**config.mk**
```make
export PLATFORM = sky130hd
export DESIGN_NAME = modbus_slave
export DESIGN_NICKNAME = d
export VERILOG_FILES = /design/src/core/mb_pkg.sv /design/src/core/crc_if.sv /design/src/core/crc16_unit.sv /design/src/core/modbus_slave.sv
export SDC_FILE = /design/constraint.sdc
export NUM_CORES = 2
export LEC_CHECK = 0
export ABC_AREA = 0
export BUFFER_PORTS_ARGS = -buffer_cell sky130_fd_sc_hd__buf_2
export CORE_ASPECT_RATIO = 1.25
export CORE_UTILIZATION = 30
export DETAILED_ROUTE_END_ITERATION = 6
export PLACE_DENSITY = 0.48
export SYNTH_ARGS = -nofsm -noshare
export SYNTH_HDL_FRONTEND = slang
export SYNTH_SLANG_ARGS = --single-unit
```
**constraint.sdc**
```tcl
create_clock -name clk -period 11.5 [get_ports clk]
set_clock_uncertainty 0.05 [all_clocks]
set_input_delay 3.45 -clock clk [delete_from_list [all_inputs] [get_ports clk]]
set_output_delay 3.45 -clock clk [all_outputs]
set_load 0.01 [all_outputs]
```
**src/core/mb_pkg.sv**
```systemverilog
// Constants, encodings and types shared by the serial slave and its CRC engine
package mb_pkg;
  // Clocking and line timing
  localparam int         CLK_HZ    = 10_000_000;
  localparam int         BAUD      = 19_200;
  localparam int         BIT_CYC_I = CLK_HZ / BAUD;
  localparam logic [9:0] BIT_CYC   = 10'(BIT_CYC_I - 1);
  localparam logic [9:0] HALF_BIT  = 10'(BIT_CYC_I / 2);
  localparam logic [3:0] UART_LAST = 4'h9;
  localparam int         T35_US    = 2005;
  localparam int         T35_CYC   = T35_US * (CLK_HZ / 1_000_000);
  localparam int         BLINK_MS  = 250;
  localparam int         BLINK_CYC = (CLK_HZ / 1000) * BLINK_MS;
  // Addressing and limits
  localparam logic [7:0]  MAX_SLAVE  = 8'hf7;
  localparam logic [7:0]  BCAST      = 8'h00;
  localparam logic [6:0]  MAX_REGS   = 7'h40;
  localparam logic [16:0] PM_WORDS   = 17'h00100;
  localparam int          HOLD_BASE  = 40001;
  localparam int          INPUT_BASE = 30001;
  // Function and exception codes
  localparam logic [7:0] FC_RD_HOLD  = 8'h03;
  localparam logic [7:0] FC_RD_INPUT = 8'h04;
  localparam logic [7:0] FC_WR_ONE   = 8'h06;
  localparam logic [7:0] FC_WR_MANY  = 8'h10;
  localparam logic [7:0] EXC_FLAG    = 8'h80;
  localparam logic [7:0] EXC_NONE    = 8'h00;
  localparam logic [7:0] EXC_FUNC    = 8'h01;
  localparam logic [7:0] EXC_ADDR    = 8'h02;
  localparam logic [7:0] EXC_DATA    = 8'h03;
  // Frame byte positions and lengths
  localparam logic [7:0] POS_ADDR   = 8'h00;
  localparam logic [7:0] POS_FC     = 8'h01;
  localparam logic [7:0] POS_BC     = 8'h02;
  localparam logic [7:0] POS_DATA   = 8'h07;
  localparam logic [7:0] POS_RDATA  = 8'h03;
  localparam logic [7:0] LEN_MIN    = 8'h04;
  localparam logic [7:0] LEN_EXC    = 8'h05;
  localparam logic [7:0] LEN_RD_HDR = 8'h05;
  localparam logic [7:0] LEN_FIXED  = 8'h08;
  localparam logic [7:0] LEN_WM_HDR = 8'h09;
  localparam int         RX_MAX     = 137;
  // CRC
  localparam logic [15:0] CRC_INIT = 16'hffff;
  localparam logic [15:0] CRC_POLY = 16'ha001;
  localparam logic [15:0] CRC_OK   = 16'h0000;
  typedef enum logic [3:0] {
    S_RX = 4'h0, S_EXEC = 4'h1, S_WR = 4'h2, S_TXB = 4'h3,
    S_FETCH = 4'h4, S_SEND = 4'h5, S_TXW = 4'h6, S_DONE = 4'h7
  } state_t;
  typedef enum logic [1:0] {K_READ = 2'h0, K_WRITE = 2'h1, K_EXC = 2'h2} kind_t;
endpackage

```
**src/core/crc_if.sv**
```systemverilog
// Link between frame logic and CRC engine
`timescale 1ns/1ps
interface crc_if;
  logic        init;
  logic        feed;
  logic [7:0]  data;
  logic [15:0] crc;
  modport user (output init, output feed, output data, input crc);
  modport engine (input init, input feed, input data, output crc);
endinterface

```
**src/core/crc16_unit.sv**
```systemverilog
// Byte-wide CRC-16 engine, reflected polynomial
`timescale 1ns/1ps
module crc16_unit
  import mb_pkg::*;
(
  // Clock and reset
  input wire logic clk,
  input wire logic rst,
  // Engine side of the CRC link
  crc_if.engine    cb
);
  logic [15:0] crc_r;

  // One whole byte per cycle; the loop unrolls into eight shift stages
  function automatic logic [15:0] crc_step(input logic [15:0] c, input logic [7:0] d);
    logic [15:0] v;
    v = c ^ {8'h00, d};
    for (int i = 0; i < 8; i++)
    begin
      v = v[0] ? ((v >> 1) ^ CRC_POLY) : (v >> 1);
    end
    return v;
  endfunction

  // Init wins over feed so a stale byte never leaks into a new frame
  always_ff @(posedge clk or posedge rst)
  begin
    if (rst)
      crc_r <= CRC_INIT;
    else if (cb.init)
      crc_r <= CRC_INIT;
    else if (cb.feed)
      crc_r <= crc_step(crc_r, cb.data);
  end

  assign cb.crc = crc_r;
endmodule

```
**src/core/modbus_slave.sv**
```systemverilog
// Serial register-access slave: framing, decode, parameter map access, indicators
// Function
// - Acts as one slave on a half-duplex multidrop line with one master and up to 247 slaves.
// - Executes read-holding (03) and read-input (04) and returns the register contents.
// - Executes write-single (06) and write-block (10) of consecutive registers.
// - No command moves more than 64 registers.
// - Holding registers are read and written; input registers are only read.
// - Both spaces read the same parameter map at the same offset.
// - The line runs at no more than 19200 baud.
// - The receive indicator blinks twice per second while frames are received.
// - The transmit indicator blinks twice per second while replies are sent.
`timescale 1ns/1ps
module modbus_slave
  import mb_pkg::*;
#(
  parameter int T35_CYCLES   = T35_CYC,
  parameter int BLINK_CYCLES = BLINK_CYC,
  parameter int BIT_CYCLES   = BIT_CYC_I
)
(
  // Clock and reset
  input wire logic        clk,
  input wire logic        rst,
  // Station address
  input wire logic [7:0]  slave_addr,
  // Line transceiver
  input wire logic        line_rx,
  output logic            line_tx,
  output logic            line_oe,
  // Parameter map
  output logic [15:0]     pm_addr,
  output logic            pm_rd,
  output logic            pm_input,
  input wire logic [15:0] pm_rdata,
  output logic            pm_wr,
  output logic [15:0]     pm_wdata,
  // Indicators
  output logic            led_rx,
  output logic            led_tx
);
  state_t      state_r;
  kind_t       kind_r;
  logic [2:0]  rx_s_r;
  logic        rx_q_r, rxu_busy_r, rx_stb_r, rx_ferr_r;
  logic [9:0]  rxu_tmr_r, txu_tmr_r;
  logic [3:0]  rxu_bit_r, txu_bit_r;
  logic [7:0]  rxu_sh_r, rx_byte_r, cnt_r, fc_r, exc_r, idx_r, nb_r, txb, rel;
  logic [7:0]  buf_r [0:RX_MAX-1];
  logic        bad_r, bc_r, txu_busy_r, line_tx_r, line_oe_r, txu_done, need_fetch;
  logic [15:0] gap_r, st_r, word_r, pm_addr_r, pm_wdata_r, f_st, f_qty;
  logic [16:0] f_end;
  logic [6:0]  qty_r, widx_r;
  logic [9:0]  txu_sh_r;
  logic [21:0] blink_r;
  logic [1:0]  act, seen_r, led_r;
  logic        pm_rd_r, pm_wr_r, pm_input_r, frame_end, tick, acc_stb;
  logic        is_rd, is_w1, is_wm, addressed, bcast, len_ok, crc_ok;
  logic [7:0]  exc_c;
  crc_if       cb ();

  // Bit timing: the default is the line rate; a shorter one only speeds up a bench
  localparam logic [9:0] BIT_RELOAD = 10'(BIT_CYCLES - 1);
  localparam logic [9:0] BIT_MID    = 10'(BIT_CYCLES / 2);

  crc16_unit u_crc (.clk(clk), .rst(rst), .cb(cb));

  // Three-stage pin sync; level moves only when stages two and three agree
  always_ff @(posedge clk or posedge rst)
  begin
    if (rst)
    begin
      rx_s_r <= 3'h7;
      rx_q_r <= 1'b1;
    end
    else
    begin
      rx_s_r <= {rx_s_r[1:0], line_rx};
      if (rx_s_r[1] == rx_s_r[2])
        rx_q_r <= rx_s_r[2];
    end
  end

  // Receiver: mid-bit sampling; start only armed while listening (half duplex)
  always_ff @(posedge clk or posedge rst)
  begin
    if (rst)
    begin
      rxu_busy_r <= 1'b0;
      rxu_tmr_r  <= 10'h000;
      rxu_bit_r  <= 4'h0;
      rxu_sh_r   <= 8'h00;
      rx_stb_r   <= 1'b0;
      rx_ferr_r  <= 1'b0;
      rx_byte_r  <= 8'h00;
    end
    else
    begin
      rx_stb_r  <= 1'b0;
      rx_ferr_r <= 1'b0;
      if (!rxu_busy_r)
      begin
        if (!rx_q_r && state_r == S_RX)
        begin
          rxu_busy_r <= 1'b1;
          rxu_tmr_r  <= BIT_MID;
          rxu_bit_r  <= 4'h0;
        end
      end
      else if (rxu_tmr_r != 10'h000)
        rxu_tmr_r <= rxu_tmr_r - 10'h001;
      else
      begin
        rxu_tmr_r <= BIT_RELOAD;
        rxu_bit_r <= rxu_bit_r + 4'h1;
        if (rxu_bit_r == 4'h0 && rx_q_r)
          rxu_busy_r <= 1'b0; // Glitch, not a start bit
        else if (rxu_bit_r == UART_LAST)
        begin
          rxu_busy_r <= 1'b0;
          rx_stb_r   <= rx_q_r;
          rx_ferr_r  <= !rx_q_r;
          rx_byte_r  <= rxu_sh_r;
        end
        else if (rxu_bit_r != 4'h0)
          rxu_sh_r <= {rx_q_r, rxu_sh_r[7:1]};
      end
    end
  end

  assign acc_stb   = rx_stb_r && state_r == S_RX;
  assign frame_end = state_r == S_RX && cnt_r != 8'h00 && !rxu_busy_r
                     && gap_r == 16'(T35_CYCLES);

  // Frame length, error flag and silence timer
  always_ff @(posedge clk or posedge rst)
  begin
    if (rst)
    begin
      cnt_r <= 8'h00;
      bad_r <= 1'b0;
      gap_r <= 16'h0000;
    end
    else if (state_r == S_DONE)
    begin
      cnt_r <= 8'h00;
      bad_r <= 1'b0;
      gap_r <= 16'h0000;
    end
    else if (acc_stb)
    begin
      gap_r <= 16'h0000;
      if (cnt_r < 8'(RX_MAX))
        cnt_r <= cnt_r + 8'h01;
      else
        bad_r <= 1'b1;
    end
    else if (rx_ferr_r || rxu_busy_r)
    begin
      bad_r <= bad_r | rx_ferr_r;
      gap_r <= 16'h0000;
    end
    else if (gap_r != 16'(T35_CYCLES))
      gap_r <= gap_r + 16'h0001;
  end

  // Frame store; plain data, no reset needed
  always_ff @(posedge clk)
  begin
    if (acc_stb && cnt_r < 8'(RX_MAX))
      buf_r[cnt_r] <= rx_byte_r;
  end

  // Request decode; exception order: function, count, range
  always_comb
  begin
    is_rd     = buf_r[POS_FC] == FC_RD_HOLD || buf_r[POS_FC] == FC_RD_INPUT;
    is_w1     = buf_r[POS_FC] == FC_WR_ONE;
    is_wm     = buf_r[POS_FC] == FC_WR_MANY;
    bcast     = buf_r[POS_ADDR] == BCAST;
    addressed = buf_r[POS_ADDR] == slave_addr && slave_addr != BCAST
                && slave_addr <= MAX_SLAVE;
    crc_ok    = cb.crc == CRC_OK && !bad_r;
    f_st      = {buf_r[2], buf_r[3]}; // Zero-based offset on the wire
    f_qty     = is_w1 ? 16'h0001 : {buf_r[4], buf_r[5]};
    f_end     = {1'b0, f_st} + {1'b0, f_qty};
    if (is_rd || is_w1)
      len_ok = cnt_r == LEN_FIXED;
    else if (is_wm)
      len_ok = cnt_r == 8'(LEN_WM_HDR + buf_r[6]);
    else
      len_ok = cnt_r >= LEN_MIN;
    exc_c = EXC_NONE;
    if (!(is_rd || is_w1 || is_wm))
      exc_c = EXC_FUNC;
    else if (f_qty == 16'h0000 || f_qty > {9'h000, MAX_REGS})
      exc_c = EXC_DATA;
    else if (is_wm && buf_r[6] != {f_qty[6:0], 1'b0})
      exc_c = EXC_DATA;
    else if (f_end > PM_WORDS)
      exc_c = EXC_ADDR;
  end

  // Sequencer: one frame decoded, executed and answered at a time
  always_ff @(posedge clk or posedge rst)
  begin
    if (rst)
    begin
      state_r <= S_RX;
      kind_r  <= K_READ;
      fc_r    <= 8'h00;
      exc_r   <= EXC_NONE;
      st_r    <= 16'h0000;
      qty_r   <= 7'h00;
      widx_r  <= 7'h00;
      idx_r   <= 8'h00;
      nb_r    <= 8'h00;
      bc_r    <= 1'b0;
    end
    else
    begin
      case (state_r)
        S_RX:
          if (frame_end)
            state_r <= S_EXEC;
        S_EXEC:
        begin
          fc_r   <= buf_r[POS_FC];
          st_r   <= f_st;
          qty_r  <= f_qty[6:0];
          exc_r  <= exc_c;
          idx_r  <= 8'h00;
          widx_r <= 7'h00;
          bc_r   <= bcast;
          if (!crc_ok || !(addressed || bcast) || !len_ok)
            state_r <= S_DONE;
          else if (exc_c != EXC_NONE)
          begin
            kind_r  <= K_EXC;
            nb_r    <= LEN_EXC;
            state_r <= bcast ? S_DONE : S_TXB;
          end
          else if (is_rd)
          begin
            kind_r  <= K_READ;
            nb_r    <= 8'(LEN_RD_HDR + {f_qty[6:0], 1'b0});
            state_r <= bcast ? S_DONE : S_TXB;
          end
          else
          begin
            kind_r  <= K_WRITE;
            nb_r    <= LEN_FIXED;
            state_r <= S_WR;
          end
        end
        S_WR:
        begin
          widx_r <= widx_r + 7'h01; // One register per cycle
          if (widx_r == qty_r - 7'h01)
            state_r <= bc_r ? S_DONE : S_TXB;
        end
        S_TXB:
          state_r <= need_fetch ? S_FETCH : S_SEND;
        S_FETCH:
          state_r <= S_SEND;
        S_SEND:
          state_r <= S_TXW;
        S_TXW:
          if (txu_done)
          begin
            idx_r   <= idx_r + 8'h01;
            state_r <= (idx_r == nb_r - 8'h01) ? S_DONE : S_TXB;
          end
        S_DONE:
          state_r <= S_RX;
        default:
          state_r <= S_RX;
      endcase
    end
  end

  assign rel        = idx_r - POS_RDATA;
  assign need_fetch = kind_r == K_READ && idx_r >= POS_RDATA && idx_r < nb_r - 8'h02
                      && !rel[0];

  // Parameter map port; writes always land in holding space
  always_ff @(posedge clk or posedge rst)
  begin
    if (rst)
    begin
      pm_rd_r    <= 1'b0;
      pm_wr_r    <= 1'b0;
      pm_input_r <= 1'b0;
      pm_addr_r  <= 16'h0000;
      pm_wdata_r <= 16'h0000;
      word_r     <= 16'h0000;
    end
    else
    begin
      pm_wr_r <= state_r == S_WR;
      pm_rd_r <= state_r == S_TXB && need_fetch;
      if (state_r == S_WR)
      begin
        pm_input_r <= 1'b0;
        pm_addr_r  <= st_r + {9'h000, widx_r};
        if (fc_r == FC_WR_ONE)
          pm_wdata_r <= {buf_r[4], buf_r[5]};
        else
          pm_wdata_r <= {buf_r[8'(POS_DATA + {widx_r, 1'b0})],
                         buf_r[8'(POS_DATA + {widx_r, 1'b1})]};
      end
      else if (state_r == S_TXB && need_fetch)
      begin
        pm_input_r <= fc_r == FC_RD_INPUT; // Same map, space only flagged
        pm_addr_r  <= st_r + {9'h000, rel[7:1]};
      end
      if (state_r == S_FETCH)
        word_r <= pm_rdata;
    end
  end

  // Reply byte selection
  always_comb
  begin
    txb = buf_r[idx_r];
    if (idx_r == nb_r - 8'h02)
      txb = cb.crc[7:0];
    else if (idx_r == nb_r - 8'h01)
      txb = cb.crc[15:8];
    else if (idx_r == POS_FC)
      txb = (kind_r == K_EXC) ? (fc_r | EXC_FLAG) : fc_r;
    else if (kind_r == K_EXC && idx_r == POS_BC)
      txb = exc_r;
    else if (kind_r == K_READ && idx_r == POS_BC)
      txb = {qty_r, 1'b0};
    else if (kind_r == K_READ && idx_r >= POS_RDATA)
      txb = rel[0] ? word_r[7:0] : word_r[15:8];
  end

  assign cb.init = state_r == S_EXEC || state_r == S_DONE;
  assign cb.feed = acc_stb || (state_r == S_SEND && idx_r < nb_r - 8'h02);
  assign cb.data = acc_stb ? rx_byte_r : txb;
  assign txu_done = txu_busy_r && txu_tmr_r == 10'h000 && txu_bit_r == UART_LAST;

  // Transmitter and driver enable; enable spans the whole reply
  always_ff @(posedge clk or posedge rst)
  begin
    if (rst)
    begin
      txu_busy_r <= 1'b0;
      txu_sh_r   <= 10'h3ff;
      txu_bit_r  <= 4'h0;
      txu_tmr_r  <= 10'h000;
      line_tx_r  <= 1'b1;
      line_oe_r  <= 1'b0;
    end
    else
    begin
      line_oe_r <= state_r == S_TXB || state_r == S_FETCH || state_r == S_SEND
                   || state_r == S_TXW;
      line_tx_r <= txu_busy_r ? txu_sh_r[0] : 1'b1;
      if (state_r == S_SEND)
      begin
        txu_busy_r <= 1'b1;
        txu_sh_r   <= {1'b1, txb, 1'b0};
        txu_bit_r  <= 4'h0;
        txu_tmr_r  <= BIT_RELOAD;
      end
      else if (txu_busy_r && txu_tmr_r != 10'h000)
        txu_tmr_r <= txu_tmr_r - 10'h001;
      else if (txu_busy_r)
      begin
        txu_tmr_r <= BIT_RELOAD;
        txu_sh_r  <= {1'b1, txu_sh_r[9:1]};
        txu_bit_r <= txu_bit_r + 4'h1;
        if (txu_bit_r == UART_LAST)
          txu_busy_r <= 1'b0;
      end
    end
  end

  // Shared quarter-second tick: toggling at it gives two flashes a second
  always_ff @(posedge clk or posedge rst)
  begin
    if (rst)
      blink_r <= 22'h000000;
    else if (tick)
      blink_r <= 22'h000000;
    else
      blink_r <= blink_r + 22'h000001;
  end

  assign tick = blink_r == 22'(BLINK_CYCLES - 1);
  assign act  = {state_r == S_SEND, acc_stb};

  // Indicators: activity seen since the last tick keeps the lamp flashing
  for (genvar i = 0; i < 2; i++)
  begin : g_led
    always_ff @(posedge clk or posedge rst)
    begin
      if (rst)
      begin
        seen_r[i] <= 1'b0;
        led_r[i]  <= 1'b0;
      end
      else
      begin
        seen_r[i] <= act[i] | (seen_r[i] & ~tick); // Set beats clear
        if (tick)
          led_r[i] <= seen_r[i] ? ~led_r[i] : 1'b0;
      end
    end
  end

  assign line_tx  = line_tx_r;
  assign line_oe  = line_oe_r;
  assign pm_addr  = pm_addr_r;
  assign pm_rd    = pm_rd_r;
  assign pm_wr    = pm_wr_r;
  assign pm_input = pm_input_r;
  assign pm_wdata = pm_wdata_r;
  assign led_rx   = led_r[0];
  assign led_tx   = led_r[1];
endmodule
```
==> flow_summary_export.csv <==
group,metric,value,unit
yosys,syn_inst,4650,
clocking,cts_buffer_depth,3,
global_routing,overflow,0,
yosys,yosys-top-cells-area,"edfxtp_1 50%, mux4_2 17%, dfrtp_1 7.7%",
yosys,synth_cell_types,101,
power_and_ir_drop,seqPwrFrac,52.1,%
sta,whs,305.6,ps
sta,max_freq,156.2,MHz
final_layout,drive_gt1_share,22.84,%
global_routing,grt_pass1_vias,44700,
power_and_ir_drop,internal-power,8.215,mW
clocking,cts_buffers,154,
routing,routedWlPerCell,33.25,um
routing,ant_nets,0,
yosys,synth_seq_cells,1395,
routing,drt-vias-per-instance,5.684,
floorplan,io_pins,66,
routing,vias,45070,
power_and_ir_drop,swShare,20.89,%
status,violations,"max-capacitance violations",
status,status,"finished, violations left",
worst_hold_path,hold_end,"rx_s_r[1]",
yosys,netlist_area,69470,um2
worst_hold_path,holdPathStages,0,
global_routing,track_usage,22.29,%
floorplan,start_util,30.17,%
sta,post-route-period-util,55.69,%
routing,drc_errors,0,
clocking,cts_setup_buffers,0,
power_and_ir_drop,p_total,10.38,mW
yosys,synth_top_area_cell,"edfxtp_1",
sta,worst_slew_pin_slew,1490,ps
worst_setup_path,ff2ff_path_depth,13,
place,hpwl,177500,um
yosys,synth_top_cell_area_share,49.80,%
clocking,cts_hold_buf,0,
worst_hold_path,min_from,"rx_s_r[0]",
worst_setup_path,crit_arrival,7100,ps
final_layout,final_core_util,34.06,%
power_and_ir_drop,clock_power_share,47.6,%
global_routing,grt_max_degree,108,
yosys,synth.avg_cell_area,14.94,um2
clocking,cts_tree,"built",
power_and_ir_drop,combPwrFrac,0.3,%
routing,first_pass_iters,7,
worst_setup_path,cp.required,12200,ps
power_and_ir_drop,p_per_area,132.4,nW/um2
place,numPortBuffers,65,
clocking,cts-root-buf,"clkbuf_16",
place,place_congestion,0.9418,
yosys,postSynth.asyncResetShare,17.42,%
yosys,yosys_warnings,0,
global_routing,antenna_found_initial,15,
worst_setup_path,reg2reg_from,"idx_r[1]",
floorplan,fp.dieArea,233500,um2
floorplan,rows,197,
yosys,synth-seq-area-share,58.61,%
sta,final_hold_viol_count,0,
place,place_ws,4944,ps
worst_setup_path,critPathLaunchType,"flop",
yosys,synth_edf_count,1152,
final_layout,layout.nets,4801,
final_layout,area_delta_synth_final,12.87,%
routing,wl,263600,um
clocking,cts.clk_slew.worst_paths,60,ps
power_and_ir_drop,irDropWorstVdd,0.09834,mV
worst_setup_path,regToRegSetupSlack,5100,ps
yosys,synth_most_common_cell,"edfxtp_1",
yosys,synth_commonest_cells,"1152 x edfxtp_1, 509 x mux4_2, 387 x nor2_1",
clocking,worstSkewPairLatency,840,ps
worst_setup_path,endpoint_kind,"flop",
clocking,htree_levels,4,
clocking,cts_resized,0,
worst_setup_path,rr_endpoint,"u_crc.cb.crc[0]",
power_and_ir_drop,leakage,21.97,nW
routing,first_iter_violations,5362,
yosys,synth_flop_cell,"edfxtp_1",
floorplan,core,230200,um2
sta,finalSetupViolations,0,
sta,finalCriticalPeriod,6404,ps
floorplan,die_height,540,um
worst_setup_path,worstPathMaxFanout,81,
power_and_ir_drop,p_sw,2.169,mW
sta,setup-tns-final,0,ps
job,maxCapViolCount,1,
sta,rsz0062_at_grt,"no",
sta,slew_headroom,0.3075,%
global_routing,grt_pass1_wl,364500,um
worst_setup_path,crit_type,"flop to flop",
sta,maxSlewViolCount,0,
sta,timing.final.ws_setup,5096,ps
clocking,clock_sinks,1395,
worst_hold_path,hold_class,"flop to flop",
floorplan,die-width,432.4,um
critical path, stage by stage (launching register included):
cell and delay [ps]:
dfrtp_4 780, buf_4 580, buf_12 400, mux4_2 590
mux2i_1 310, o2111ai_1 320, nor3b_1 950, o31ai_1 380
a221oi_1 310, o21bai_1 200, xor2_1 230, xnor3_2 520
xnor3_1 350, a21oi_1 160
final cells by class:
class | count | area (um2)
clock inverters | 82 | 788.3
inverters | 56 | 217.7
repair buffers | 203 | 1449
fillers | 22250 | 151800
diodes | 4 | 10.01
clock buffers | 195 | 4161
flip-flops and latches | 1395 | 40770
well taps | 3084 | 3859
multi-input cells | 2911 | 27150
registers in the layout, indices dropped and copies added, names as in the netlist, 3 cells and up:
name          count
rxu_bit_r         4
st_r             16
cnt_r             8
gap_r            16
rx_byte_r         8
rx_s_r            3
fc_r              8
idx_r             8
txu_sh_r          9
txu_bit_r         4
pm_addr          16
u_crc.cb.crc     16
txu_tmr_r        10
blink_r          22
state_r           3
buf_r          1152
qty_r             7
pm_wdata         16
rxu_sh_r          8
rxu_tmr_r        10
word_r           16
widx_r            7
nb_r              8
power by group through the flow:
stage | logic, mW | registers, mW | clock network, mW
finish | 0.0293 | 5.41 | 4.94
global route | 0.0345 | 5.41 | 5.21
CTS | 0.0308 | 5.41 | 5.03
detailed placement | 0.0306 | 5.52 | 0
global placement | 0.0305 | 5.52 | 0
floorplan | 0.0176 | 5.51 | 0
worst max path at each step:
stage | cells after the start | slack [ps] | from | endpoint
after detailed placement | 10 | 4940 | slave_addr[6] | nb_r[5]
after global routing | 13 | 4940 | idx_r[1] | u_crc.cb.crc[0]
final | 13 | 5100 | idx_r[1] | u_crc.cb.crc[0]
after CTS | 13 | 5180 | idx_r[1] | u_crc.cb.crc[0]
after floorplan | 1 | 1380 | rst | bad_r
after global placement | 10 | 4930 | slave_addr[6] | nb_r[5]
routing by layer:
metal / GRT usage [%] / share of wire [%] / up-vias / wire length [um]
met5: 0 / 0.013 / - / 35
met4: 12.21 / 6.2 / 6 / 16370
met3: 4.110 / 7.4 / 509 / 19380
met2: 37.17 / 49 / 2185 / 128700
met1: 27.18 / 38 / 23790 / 99190
li1: - / - / 18580 / -
kinds of logic after synthesis:
logic type               synth area share [%]
flip-flops                              58.61
AND/OR/NAND/NOR                         7.414
multiplexers                            21.79
AO/OA/AOI/OAI                           6.540
buffers and inverters                   2.644
XOR/XNOR                                1.994
adder cells (fa/ha/maj)                 1.005
other                                0.005398
cell usage in the layout, fill, tap and decap left out, drive strengths merged, types with 62 or more instances in the layout:
master  count
a21oi     195
buf       203
clkbuf    195
dfrtp     213
edfxtp   1152
inv        62
mux2       78
mux2i     219
mux4      532
nand2     358
nand3      84
nor2      389
o21ai     164
o22ai      63
xnor2      88
xor2       64
through the flow:
step | instances | instance area [um2]
4_1_cts | 7926 | 78390
5_1_grt | 7926 | 78390
3_3_place_gp | 7649 | 73440
2_1_floorplan | 4681 | 69580
3_5_place_dp | 7649 | 73440
6_report | 7930 | 78400
Note: power is estimated with default switching activity, not from simulation.
